--- config.mk ---
export PLATFORM = sky130hd
export DESIGN_NAME = programmable_event_timer
export DESIGN_NICKNAME = d
export VERILOG_FILES = /design/src/common/event_timer_pkg.sv /design/src/design/trigger_edge.sv /design/src/design/programmable_event_timer.sv
export SDC_FILE = /design/constraint.sdc
export NUM_CORES = 1
export LEC_CHECK = 0
export BUFFER_PORTS_ARGS = -buffer_cell sky130_fd_sc_hd__buf_2
export CAP_MARGIN = 20
export CORE_ASPECT_RATIO = 0.75
export CORE_MARGIN = 5
export CORE_UTILIZATION = 59
export CTS_BUF_LIST = sky130_fd_sc_hd__clkbuf_8
export DETAILED_ROUTE_END_ITERATION = 8
export GPL_ROUTABILITY_DRIVEN = 1
export PLACE_DENSITY = 0.86
export SYNTH_ARGS = -nofsm -noshare
export SYNTH_HDL_FRONTEND = slang
export SYNTH_SLANG_ARGS = --single-unit
--- constraint.sdc ---
create_clock -name clk -period 4.3 [get_ports clk]
set_input_delay 1.075 -clock clk [delete_from_list [all_inputs] [get_ports clk]]
set_output_delay 1.075 -clock clk [all_outputs]
set_load 0.02 [all_outputs]
--- src/common/event_timer_pkg.sv ---
package event_timer_pkg;

  // host bus word and address layout
  localparam int DATA_W = 16;
  localparam int ADDR_W = 16;
  localparam logic [3:0] IO_PAGE_TAG = 4'hf;       // upper i/o page, bits 15:12
  localparam int ADDR_SW_LSB = 2;                  // switches decode address bits 11:2
  localparam int ADDR_SW_W = 10;
  localparam int ADDR_LOW_SW_W = 6;                // low pack: bits 7:2
  localparam int VEC_SW_W = 6;                     // vector bits 8:3
  localparam int VEC_W = 9;
  localparam logic [VEC_W-1:0] CAPTURE_VEC_OFFSET = 9'h004;

  // word offsets within the device window, bit 1 of the address
  localparam logic CTRL_WORD = 1'b0;
  localparam logic BPR_WORD = 1'b1;

  // interrupt status and mask registers
  localparam logic [ADDR_W-1:0] IRQ_STATUS_ADDR = 16'hf3f0;
  localparam logic [ADDR_W-1:0] IRQ_MASK_ADDR = 16'hf3f2;
  localparam int IRQ_W = 3;
  localparam int IRQ_OVF_BIT = 0;
  localparam int IRQ_CAP_BIT = 1;
  localparam int IRQ_OVR_BIT = 2;
  localparam logic [IRQ_W-1:0] IRQ_MASK_RESET = 3'h0;

  // control register field positions
  localparam int GO_BIT = 0;
  localparam int MODE_LSB = 1;
  localparam int RATE_LSB = 3;
  localparam int OVF_IE_BIT = 6;
  localparam int OVF_FLAG_BIT = 7;
  localparam int MAINT_T1_BIT = 8;
  localparam int MAINT_T2_BIT = 9;
  localparam int MAINT_OSC_BIT = 10;
  localparam int OSC_OFF_BIT = 11;
  localparam int OVERRUN_BIT = 12;
  localparam int T2_GO_EN_BIT = 13;
  localparam int CAP_IE_BIT = 14;
  localparam int T2_FLAG_BIT = 15;
  localparam logic [DATA_W-1:0] CTRL_RESET = 16'h0000;
  localparam logic [DATA_W-1:0] BPR_RESET = 16'h0000;

  typedef enum logic [1:0] {
    MODE_SINGLE, MODE_REPEAT, MODE_EVENT, MODE_EVENT_ZERO
  } mode_type;

  // rate select codes: off, five decades, first trigger, line event
  typedef enum logic [2:0] {
    RATE_OFF, RATE_1MHZ, RATE_100KHZ, RATE_10KHZ, RATE_1KHZ, RATE_100HZ,
    RATE_TRIG1, RATE_LINE
  } rate_type;

  // base rate of the prescaler chain
  localparam int CLK_PERIOD_PS = 8000;
  localparam int BASE_PERIOD_NS = 1000;
  localparam int BASE_DIV_CYCLES = (BASE_PERIOD_NS * 1000) / CLK_PERIOD_PS;
  localparam int DECADE = 10;
  localparam int DECADE_STAGES = 4;

  typedef struct packed {
    logic [ADDR_W-1:0] addr;
    logic [DATA_W-1:0] wdata;
    logic              wr;
    logic              rd;
  } bus_req_type;

  typedef struct packed {
    logic     t2Flag;
    logic     capIrqEn;
    logic     t2GoEn;
    logic     overrun;
    logic     oscOff;
    logic     ovfFlag;
    logic     ovfIrqEn;
    rate_type rate;
    mode_type mode;
    logic     go;
  } ctrl_type;

endpackage : event_timer_pkg

--- src/design/trigger_edge.sv ---
`timescale 1ns/1ps
`default_nettype none

module trigger_edge
  import event_timer_pkg::*;
(
  input  wire logic clk,
  input  wire logic rst,
  input  wire logic ce,
  input  wire logic level,
  input  wire logic risingSel,
  output logic      fire
);

  logic prevLevel;
  logic primed;

  // one level of history is enough: inputs arrive synchronous
  // primed holds off a false edge when the pin idles high after reset
  always_ff @(posedge clk or posedge rst) begin
    if (rst) begin
      prevLevel <= 1'b0;
      primed <= 1'b0;
    end else if (ce) begin
      prevLevel <= level;
      primed <= 1'b1;
    end
  end

  // slope select: low picks falling edge, high picks rising edge
  assign fire = ce & primed & (risingSel ? (level & ~prevLevel) : (~level & prevLevel));

endmodule // trigger_edge

`default_nettype wire

--- src/design/programmable_event_timer.sv ---
// Function
// run bit clears counter, counts selected source (code clears it only in event modes; single and repeat load the buffer preset)
// second trigger copies count, sets flag
// capture enable set means capture interrupt
// event modes wrap through overflow, keep counting
// overflow sets flag, interrupts when enabled
// event modes count until software clears run
// zero-base mode clears counter after capture
// base address decoded from switches, upper page
// switch on decodes one, off zero
// switch-selected overflow vector, steps of eight
// capture vector equals base vector plus four
// slope switch picks falling or rising edge
// drive overflow and first-trigger pulse outputs
// overflow request wins over simultaneous capture
// overflow with flag still set flags overrun
// counter and buffer preset are sixteen bits
//
// Design decisions made here: the address-and-strobe port and the register addresses.
`timescale 1ns/1ps
`default_nettype none

module programmable_event_timer
  import event_timer_pkg::*;
#(
  parameter int CNT_W = 16
)(
  input  wire logic                     clk,
  input  wire logic                     rst,
  input  wire logic                     ce,
  input  wire bus_req_type              busReq,
  output logic        [DATA_W-1:0]      rdata,
  input  wire logic   [ADDR_LOW_SW_W-1:0] addressSwitchesLow,
  input  wire logic   [9:0]             addressVectorSwitches,
  input  wire logic   [1:0]             triggerSetupSwitches,
  input  wire logic                     firstTriggerInput,
  input  wire logic                     secondTriggerInput,
  input  wire logic                     lineEvent,
  output logic                          overflowPulseOut,
  output logic                          firstTriggerPulseOut,
  output logic                          irq,
  output logic        [VEC_W-1:0]       irqVector
);

  if (CNT_W != DATA_W) begin : g_width_check
    $error("counter width must equal the bus word width");
  end

  ctrl_type             control;
  ctrl_type             next_control;
  logic [CNT_W-1:0]     count;
  logic [CNT_W-1:0]     next_count;
  logic [CNT_W-1:0]     bufferPreset;
  logic [IRQ_W-1:0]     irqStatus;
  logic [IRQ_W-1:0]     irqMask;
  logic                 ovfReqPrev;
  logic                 capReqPrev;

  // address decode from switches
  wire [ADDR_SW_W-1:0] devAddr = {addressVectorSwitches[3:0], addressSwitchesLow};
  wire inWindow = (busReq.addr[ADDR_W-1:12] == IO_PAGE_TAG)
                & (busReq.addr[11:ADDR_SW_LSB] == devAddr);
  wire selCtrl = inWindow & (busReq.addr[1] == CTRL_WORD);
  wire selBpr = inWindow & (busReq.addr[1] == BPR_WORD);
  wire selStat = (busReq.addr[ADDR_W-1:1] == IRQ_STATUS_ADDR[ADDR_W-1:1]);
  wire selMask = (busReq.addr[ADDR_W-1:1] == IRQ_MASK_ADDR[ADDR_W-1:1]);
  wire wrCtrl = busReq.wr & selCtrl;
  wire wrBpr = busReq.wr & selBpr;
  wire rdStat = busReq.rd & selStat;
  wire [DATA_W-1:0] wd = busReq.wdata;

  // trigger edges; slope switches per input
  logic fire1;
  logic fire2;

  trigger_edge u_trig1 (
    .clk       (clk),
    .rst       (rst),
    .ce        (ce),
    .level     (firstTriggerInput),
    .risingSel (triggerSetupSwitches[0]),
    .fire      (fire1)
  );

  trigger_edge u_trig2 (
    .clk       (clk),
    .rst       (rst),
    .ce        (ce),
    .level     (secondTriggerInput),
    .risingSel (triggerSetupSwitches[1]),
    .fire      (fire2)
  );

  // maintenance bits act only as one-shot writes
  wire maintT1 = wrCtrl & wd[MAINT_T1_BIT];
  wire maintT2 = wrCtrl & wd[MAINT_T2_BIT];
  wire maintOsc = wrCtrl & wd[MAINT_OSC_BIT];
  wire trig1 = fire1 | maintT1;
  wire trig2Raw = fire2 | maintT2;

  // prescaler: base rate then a chain of decades
  logic [7:0] baseCnt;
  logic [3:0] decCnt [DECADE_STAGES];
  logic [DECADE_STAGES:0] decTick;
  assign decTick[0] = ce & (baseCnt == 8'(BASE_DIV_CYCLES - 1));

  always_ff @(posedge clk or posedge rst) begin
    if (rst) begin
      baseCnt <= 8'h00;
    end else if (ce) begin
      baseCnt <= decTick[0] ? 8'h00 : baseCnt + 8'h01;
    end
  end

  for (genvar i = 0; i < DECADE_STAGES; i++) begin : g_decade
    assign decTick[i+1] = decTick[i] & (decCnt[i] == 4'(DECADE - 1));
    always_ff @(posedge clk or posedge rst) begin
      if (rst) begin
        decCnt[i] <= 4'h0;
      end else if (decTick[i]) begin
        decCnt[i] <= decTick[i+1] ? 4'h0 : decCnt[i] + 4'h1;
      end
    end
  end

  // source select; internal rates stop when the oscillator is disabled
  logic rateTick;
  always_comb begin
    unique case (control.rate)
      RATE_OFF:    rateTick = 1'b0;
      RATE_1MHZ:   rateTick = decTick[0] & ~control.oscOff;
      RATE_100KHZ: rateTick = decTick[1] & ~control.oscOff;
      RATE_10KHZ:  rateTick = decTick[2] & ~control.oscOff;
      RATE_1KHZ:   rateTick = decTick[3] & ~control.oscOff;
      RATE_100HZ:  rateTick = decTick[4] & ~control.oscOff;
      RATE_TRIG1:  rateTick = trig1;
      RATE_LINE:   rateTick = ce & lineEvent;
    endcase
  end
  wire oscStep = maintOsc & control.oscOff & (control.rate != RATE_OFF)
               & (control.rate != RATE_TRIG1) & (control.rate != RATE_LINE);
  wire tick = rateTick | oscStep;

  // counting events
  wire eventMode = (control.mode == MODE_EVENT) | (control.mode == MODE_EVENT_ZERO);
  wire counting = control.go;
  wire overflow = counting & tick & (count == {CNT_W{1'b1}});
  wire trig2 = trig2Raw & (control.go | control.t2GoEn);
  wire capture = trig2 & control.go & eventMode;

  // next control state; hardware set wins over software clear
  always_comb begin
    next_control = control;
    if (wrCtrl) begin
      next_control.go = wd[GO_BIT];
      next_control.mode = mode_type'(wd[MODE_LSB +: 2]);
      next_control.rate = rate_type'(wd[RATE_LSB +: 3]);
      next_control.ovfIrqEn = wd[OVF_IE_BIT];
      next_control.oscOff = wd[OSC_OFF_BIT];
      next_control.t2GoEn = wd[T2_GO_EN_BIT];
      next_control.capIrqEn = wd[CAP_IE_BIT];
      next_control.overrun = wd[OVERRUN_BIT];
      next_control.ovfFlag = control.ovfFlag & wd[OVF_FLAG_BIT];
      next_control.t2Flag = control.t2Flag & wd[T2_FLAG_BIT];
    end
    // external start: flag assertion sets the run bit once
    if (trig2 & control.t2GoEn) begin
      next_control.go = 1'b1;
      next_control.t2GoEn = 1'b0;
    end
    // rising run bit clears flags; trigger-started run keeps the capture flag
    if (next_control.go & ~control.go) begin
      next_control.ovfFlag = 1'b0;
      next_control.overrun = 1'b0;
      next_control.t2GoEn = 1'b0;
      if (!control.t2GoEn) begin
        next_control.t2Flag = 1'b0;
      end
    end
    if (overflow) begin
      next_control.ovfFlag = 1'b1;
      if (control.ovfFlag) begin
        next_control.overrun = 1'b1;
      end
      if (control.mode == MODE_SINGLE) begin
        next_control.go = 1'b0;
      end
    end
    if (trig2) begin
      next_control.t2Flag = 1'b1;
      if (control.t2Flag) begin
        next_control.overrun = 1'b1;
      end
    end
  end

  // next counter value; the mode written beside the run bit decides clear or load
  wire goRise = next_control.go & ~control.go;
  wire nextEvent = (next_control.mode == MODE_EVENT) | (next_control.mode == MODE_EVENT_ZERO);
  always_comb begin
    next_count = count;
    if (goRise) begin
      next_count = nextEvent ? {CNT_W{1'b0}} : bufferPreset;
    end else if (capture & (control.mode == MODE_EVENT_ZERO)) begin
      next_count = {CNT_W{1'b0}};
    end else if (overflow & (control.mode == MODE_REPEAT)) begin
      next_count = bufferPreset;
    end else if (counting & tick) begin
      next_count = count + {{(CNT_W-1){1'b0}}, 1'b1};
    end
  end

  // run bit cleared only by software in event modes
  always_ff @(posedge clk or posedge rst) begin
    if (rst) begin
      control <= ctrl_type'(CTRL_RESET[$bits(ctrl_type)-1:0]);
      count <= {CNT_W{1'b0}};
    end else if (ce) begin
      control <= next_control;
      count <= next_count;
    end
  end

  // buffer preset: software load, or capture of the running count
  always_ff @(posedge clk or posedge rst) begin
    if (rst) begin
      bufferPreset <= BPR_RESET;
    end else if (ce) begin
      if (capture) begin
        bufferPreset <= count;
      end else if (wrBpr) begin
        bufferPreset <= wd;
      end
    end
  end

  // pulse outputs, one cycle each, handy for starting a converter
  always_ff @(posedge clk or posedge rst) begin
    if (rst) begin
      overflowPulseOut <= 1'b0;
      firstTriggerPulseOut <= 1'b0;
    end else if (ce) begin
      overflowPulseOut <= overflow;
      firstTriggerPulseOut <= trig1;
    end
  end

  // interrupt requests and vector
  wire ovfReq = control.ovfFlag & control.ovfIrqEn;
  wire capReq = control.t2Flag & control.capIrqEn;
  wire [VEC_W-1:0] baseVec = {addressVectorSwitches[9:4], 3'b000};
  assign irqVector = ovfReq ? baseVec : baseVec + CAPTURE_VEC_OFFSET;
  wire [IRQ_W-1:0] irqEvents;
  assign irqEvents[IRQ_OVF_BIT] = ovfReq & ~ovfReqPrev;
  assign irqEvents[IRQ_CAP_BIT] = capReq & ~capReqPrev;
  assign irqEvents[IRQ_OVR_BIT] = next_control.overrun & ~control.overrun;

  // sticky status cleared by its read; a new event in that cycle survives
  always_ff @(posedge clk or posedge rst) begin
    if (rst) begin
      irqStatus <= {IRQ_W{1'b0}};
      irqMask <= IRQ_MASK_RESET;
      ovfReqPrev <= 1'b0;
      capReqPrev <= 1'b0;
    end else if (ce) begin
      ovfReqPrev <= ovfReq;
      capReqPrev <= capReq;
      irqStatus <= (rdStat ? {IRQ_W{1'b0}} : irqStatus) | irqEvents;
      if (busReq.wr & selMask) begin
        irqMask <= wd[IRQ_W-1:0];
      end
    end
  end

  assign irq = |(irqStatus & irqMask);

  // read mux; maintenance bits always read zero, unmapped reads zero
  wire [DATA_W-1:0] ctrlWord = {control.t2Flag, control.capIrqEn, control.t2GoEn,
                                control.overrun, control.oscOff, 3'b000,
                                control.ovfFlag, control.ovfIrqEn, control.rate,
                                control.mode, control.go};
  wire [DATA_W-1:0] readMux = selCtrl ? ctrlWord
                            : selBpr  ? bufferPreset
                            : selStat ? {{(DATA_W-IRQ_W){1'b0}}, irqStatus}
                            : selMask ? {{(DATA_W-IRQ_W){1'b0}}, irqMask}
                            : {DATA_W{1'b0}};

  always_ff @(posedge clk or posedge rst) begin
    if (rst) begin
      rdata <= {DATA_W{1'b0}};
    end else if (ce) begin
      rdata <= busReq.rd ? readMux : {DATA_W{1'b0}};
    end
  end

  // checks
  start_clear_a: assert property (@(posedge clk) disable iff (rst)
    ce && goRise && nextEvent |=> count == '0)
    else $error("event run did not start from zero");

  capture_copy_a: assert property (@(posedge clk) disable iff (rst)
    ce && capture |=> bufferPreset == $past(count) && control.t2Flag)
    else $error("capture did not copy count or set flag");

  capture_irq_a: assert property (@(posedge clk) disable iff (rst)
    ce && capture && control.capIrqEn && irqMask[IRQ_CAP_BIT] && !rdStat
    && !wrCtrl |=> ##1 irq)
    else $error("capture interrupt missing");

  wrap_a: assert property (@(posedge clk) disable iff (rst)
    ce && overflow && eventMode && !capture && !wrCtrl
    |=> count == '0 && control.go)
    else $error("event mode did not wrap");

  overflow_flag_a: assert property (@(posedge clk) disable iff (rst)
    ce && overflow |=> control.ovfFlag)
    else $error("overflow flag not set");

  keep_run_a: assert property (@(posedge clk) disable iff (rst)
    ce && control.go && eventMode && !wrCtrl |=> control.go)
    else $error("event mode stopped without software");

  zero_base_a: assert property (@(posedge clk) disable iff (rst)
    ce && capture && control.mode == MODE_EVENT_ZERO && !goRise |=> count == '0)
    else $error("zero base did not clear after capture");

  vector_pick_a: assert property (@(posedge clk) disable iff (rst)
    capReq && !ovfReq |-> irqVector == baseVec + CAPTURE_VEC_OFFSET)
    else $error("capture vector wrong");

  vector_priority_a: assert property (@(posedge clk) disable iff (rst)
    ovfReq && capReq |-> irqVector == baseVec)
    else $error("overflow did not take priority");

  overrun_a: assert property (@(posedge clk) disable iff (rst)
    ce && overflow && control.ovfFlag |=> control.overrun)
    else $error("overrun not reported");

  pulse_out_a: assert property (@(posedge clk) disable iff (rst)
    ce && overflow |=> overflowPulseOut)
    else $error("overflow pulse missing");

endmodule // programmable_event_timer

`default_nettype wire

==> qor.yml <==
outcome: "complete, no violations"
reg2reg_slack_ns: 1.10
top_usage_layer: "met2"
ys_types: 64
dp_hpwl_um: 10600
drt_iter0_markers: 442
coreArea_um2: 9080
synth_edf_count: 0
place_area_um2: 5890
cp.depth: 9
syn_inst: 584
endpoint: "count[7]"
worstPathMaxFanout: 14
antenna_found_initial: 0
r2r-end: "count[7]"
first_pass_iters: 5
cpPeakStageDelay_ns: 0.56
clkTransAtPathRegs_ns: 0.09
cts_buffers: 9
worstRegToRegCells: 10
fin_ws_ns: 0.933
tightestPinTransition_ns: 0.931
fp.dieW_um: 122
cp-startpoint: "addressSwitchesLow[5]"
clock_path_buffers: 2
final_cells: 771
nNetsFinal: 708
endpoint_kind: "register"
yosysWarnings: 0
antenna_cells: 0
cts_max_level: 3
p_leak_nw: 2.77
drc: 0
grt_first_pass_wirelength_um: 23200
synth_area_leaders: "dfrtp_1, mux2i_1, o21ai_0"
period_share_pct: 78.3
skew_ns: 0.0140
crit_family: "simple AND/OR/NAND/NOR gates"
rsz0062_at_grt: "no"
crit_chain: "buf_2 > xor2_1 > or3_1 > or4_4 > o22ai_4 > and2_4 > or2_1 > a22oi_1 > o22ai_1"
grt_max_degree: 54
yosysSeqAreaShare_pct: 44.4
synth_top_area_share_pct: 44.4
finalSetupViolCount: 0
reg2reg_from: "decCnt[1]"
clock.fmax_mhz: 297
synth_area_um2: 5530
drt-total-wl_um: 14000
wire_per_inst_um: 18.2
crit_required_ns: 4.60
gr-total-overflow: 0
gp_congestion: 0.894
critical_path_class: "input port to register"
maxSlewHeadroom_pct: 37.7
met1_usage_pct: 34.5
powerDensity_nw_per_um2: 307
fin_area_um2: 6130
dieArea_um2: 11400
critical_path_arrival_ns: 3.67
hold_violations: 0
ys.flop_type: "dfrtp_1"
start_util_pct: 60.8
dp_cells: 756
ant_nets: 0
viasPerCell: 6.08
synthToLayoutAreaGrowth_pct: 10.9
std_cell_rows: 30
clkLatencyLatePin_ns: 0.38
ios: 86
portBuffers: 70
period_minus_slack_ns: 3.37
path_buf_inv: 1
pre_cts_ws_ns: 0.568
cts_tree: "done"
nFillCells: 714
cts.sinks: 98
synth.avg_cell_area_um2: 9.46
max_cap_violations: 0
cp_slowest_cell: "or4_4"
final_layout_size_suffix_gt1_share_pct: 20.4
grt_pass1_vias: 4609
tns_ns: 0
dr_total_vias: 4690
async_flop_share_pct: 100
final_max_slew_viol_count: 0
grt.met3_usage_pct: 9.57
cp-start-kind: "input port"
yosysTopAreaCell: "dfrtp_1"
grt.total_usage_pct: 26.0
synth-seq-cells: 98
cts_root_buf: "clkbuf_8"
vdd_ir_drop_max_mv: 0.182
grt_use_met2_pct: 41.2
cts_resized: 0
cts_setup_buffers: 0
hold_path_class: "register to register"
cts-hold-fix-buffers: 0
die-height_um: 93.8
[registers in the layout, indices dropped and copies added, names as in the netlist, named ones only]
| name | flops |
|---|---|
| u_trig2.prevLevel | 1 |
| baseCnt | 8 |
| capReqPrev | 1 |
| decCnt | 16 |
| ovfReqPrev | 1 |
| irqStatus | 3 |
| firstTriggerPulseOut | 1 |
| u_trig1.prevLevel | 1 |
| counting | 1 |
| irqMask | 3 |
| rdata | 16 |
| control | 11 |
| bufferPreset | 16 |
| count | 16 |
| u_trig1.primed | 1 |
| overflowPulseOut | 1 |
[through the flow]
| stage | power, mW | util, % | hold WS, ns |
|---|---|---|---|
| global placement | 1.17 | 64.8 | 0.449 |
| floorplan | 1.12 | - | 0.437 |
| CTS | 1.89 | 67.5 | 0.471 |
| global route | 1.96 | 67.5 | 0.496 |
| finish | 1.88 | 67.5 | 0.469 |
| detailed placement | 1.18 | 64.8 | 0.449 |
[placed cells by master (no fill, tap or decap), types with 4 or more instances in the layout]
cell,instances
or3_1,4
o21ai_1,4
o2bb2ai_1,9
o21ai_0,54
nand2_1,58
a21oi_1,26
buf_2,70
nor3_1,10
buf_4,8
xor2_1,13
o31ai_1,5
ha_1,11
a21o_1,6
inv_1,42
and3_1,9
dfrtp_1,98
mux2_2,18
clkbuf_8,9
nor2_1,36
nand3_1,21
nand4_1,10
mux2i_1,33
a32oi_1,8
o22ai_1,16
nor2b_1,4
[report_power, final]
part | switching [mW] | internal [mW]
logic | 0.107 | 0.0721
clock network | 0.328 | 0.386
registers | 0.0351 | 0.952
[cells in the mapped netlist (all sizes together) (2+ instances only)]
| master | count |
|---|---|
| a21o | 8 |
| a21oi | 27 |
| a22oi | 3 |
| a31oi | 2 |
| a32oi | 8 |
| and3 | 10 |
| and3b | 2 |
| buf | 22 |
| clkbuf | 13 |
| dfrtp | 98 |
| ha | 11 |
| inv | 43 |
| mux2 | 18 |
| mux2i | 33 |
| nand2 | 58 |
| nand2b | 3 |
| nand3 | 21 |
| nand3b | 3 |
| nand4 | 10 |
| nor2 | 36 |
| nor2b | 4 |
| nor3 | 10 |
| nor3b | 3 |
| nor4 | 3 |
| o21ai | 59 |
| o22ai | 17 |
| o2bb2ai | 9 |
| o31a | 3 |
| o31ai | 6 |
| o41ai | 2 |
| or2 | 3 |
| or2b | 2 |
| or3 | 4 |
| or3b | 2 |
| xor2 | 13 |
[routing by layer]
| metal | routed length, um | vias up | share of wire [%] |
|---|---|---|---|
| met2 | 6480 | 221 | 46 |
| met5 | 0 | - | 0 |
| met1 | 5850 | 2261 | 42 |
| li1 | - | 2183 | - |
| met3 | 1390 | 25 | 9.9 |
| met4 | 287 | 0 | 2.0 |
[kinds of logic after synthesis]
kind of cell	after synthesis	synth area share (%)
AO/OA/AOI/OAI	154	18.2
XOR/XNOR	13	2.06
adder cells (fa/ha/maj)	11	2.49
buffers and inverters	78	7.09
flip-flops	98	44.4
multiplexers	51	9.64
other	1	0.0679
AND/OR/NAND/NOR	178	16.1
[layout make-up]
| class | count | area, um^2 | share of cell area (%) |
|---|---|---|---|
| Timing Repair Buffer | 78 | 410 | 6.70 |
| Sequential cell | 98 | 2450 | 40.0 |
| Tap cell | 128 | 160 | 2.61 |
| Multi-Input combinational cell | 409 | 2700 | 44.1 |
| Clock inverter | 6 | 113 | 1.84 |
| Inverter | 43 | 164 | 2.68 |
| Clock buffer | 9 | 124 | 2.02 |
[how the worst min path moves through the flow]
stage                     slack [ns]             end           start  cells after the start
after global placement          0.45  u_trig1.primed  u_trig1.primed                      1
after CTS                       0.47  u_trig1.primed  u_trig1.primed                      1
after floorplan                 0.44  u_trig1.primed  u_trig1.primed                      1
after detailed placement        0.45  u_trig1.primed  u_trig1.primed                      1
final                           0.47  u_trig1.primed  u_trig1.primed                      1
after global routing            0.50  u_trig1.primed  u_trig1.primed                      1
Note: power is estimated with default switching activity, not from simulation.
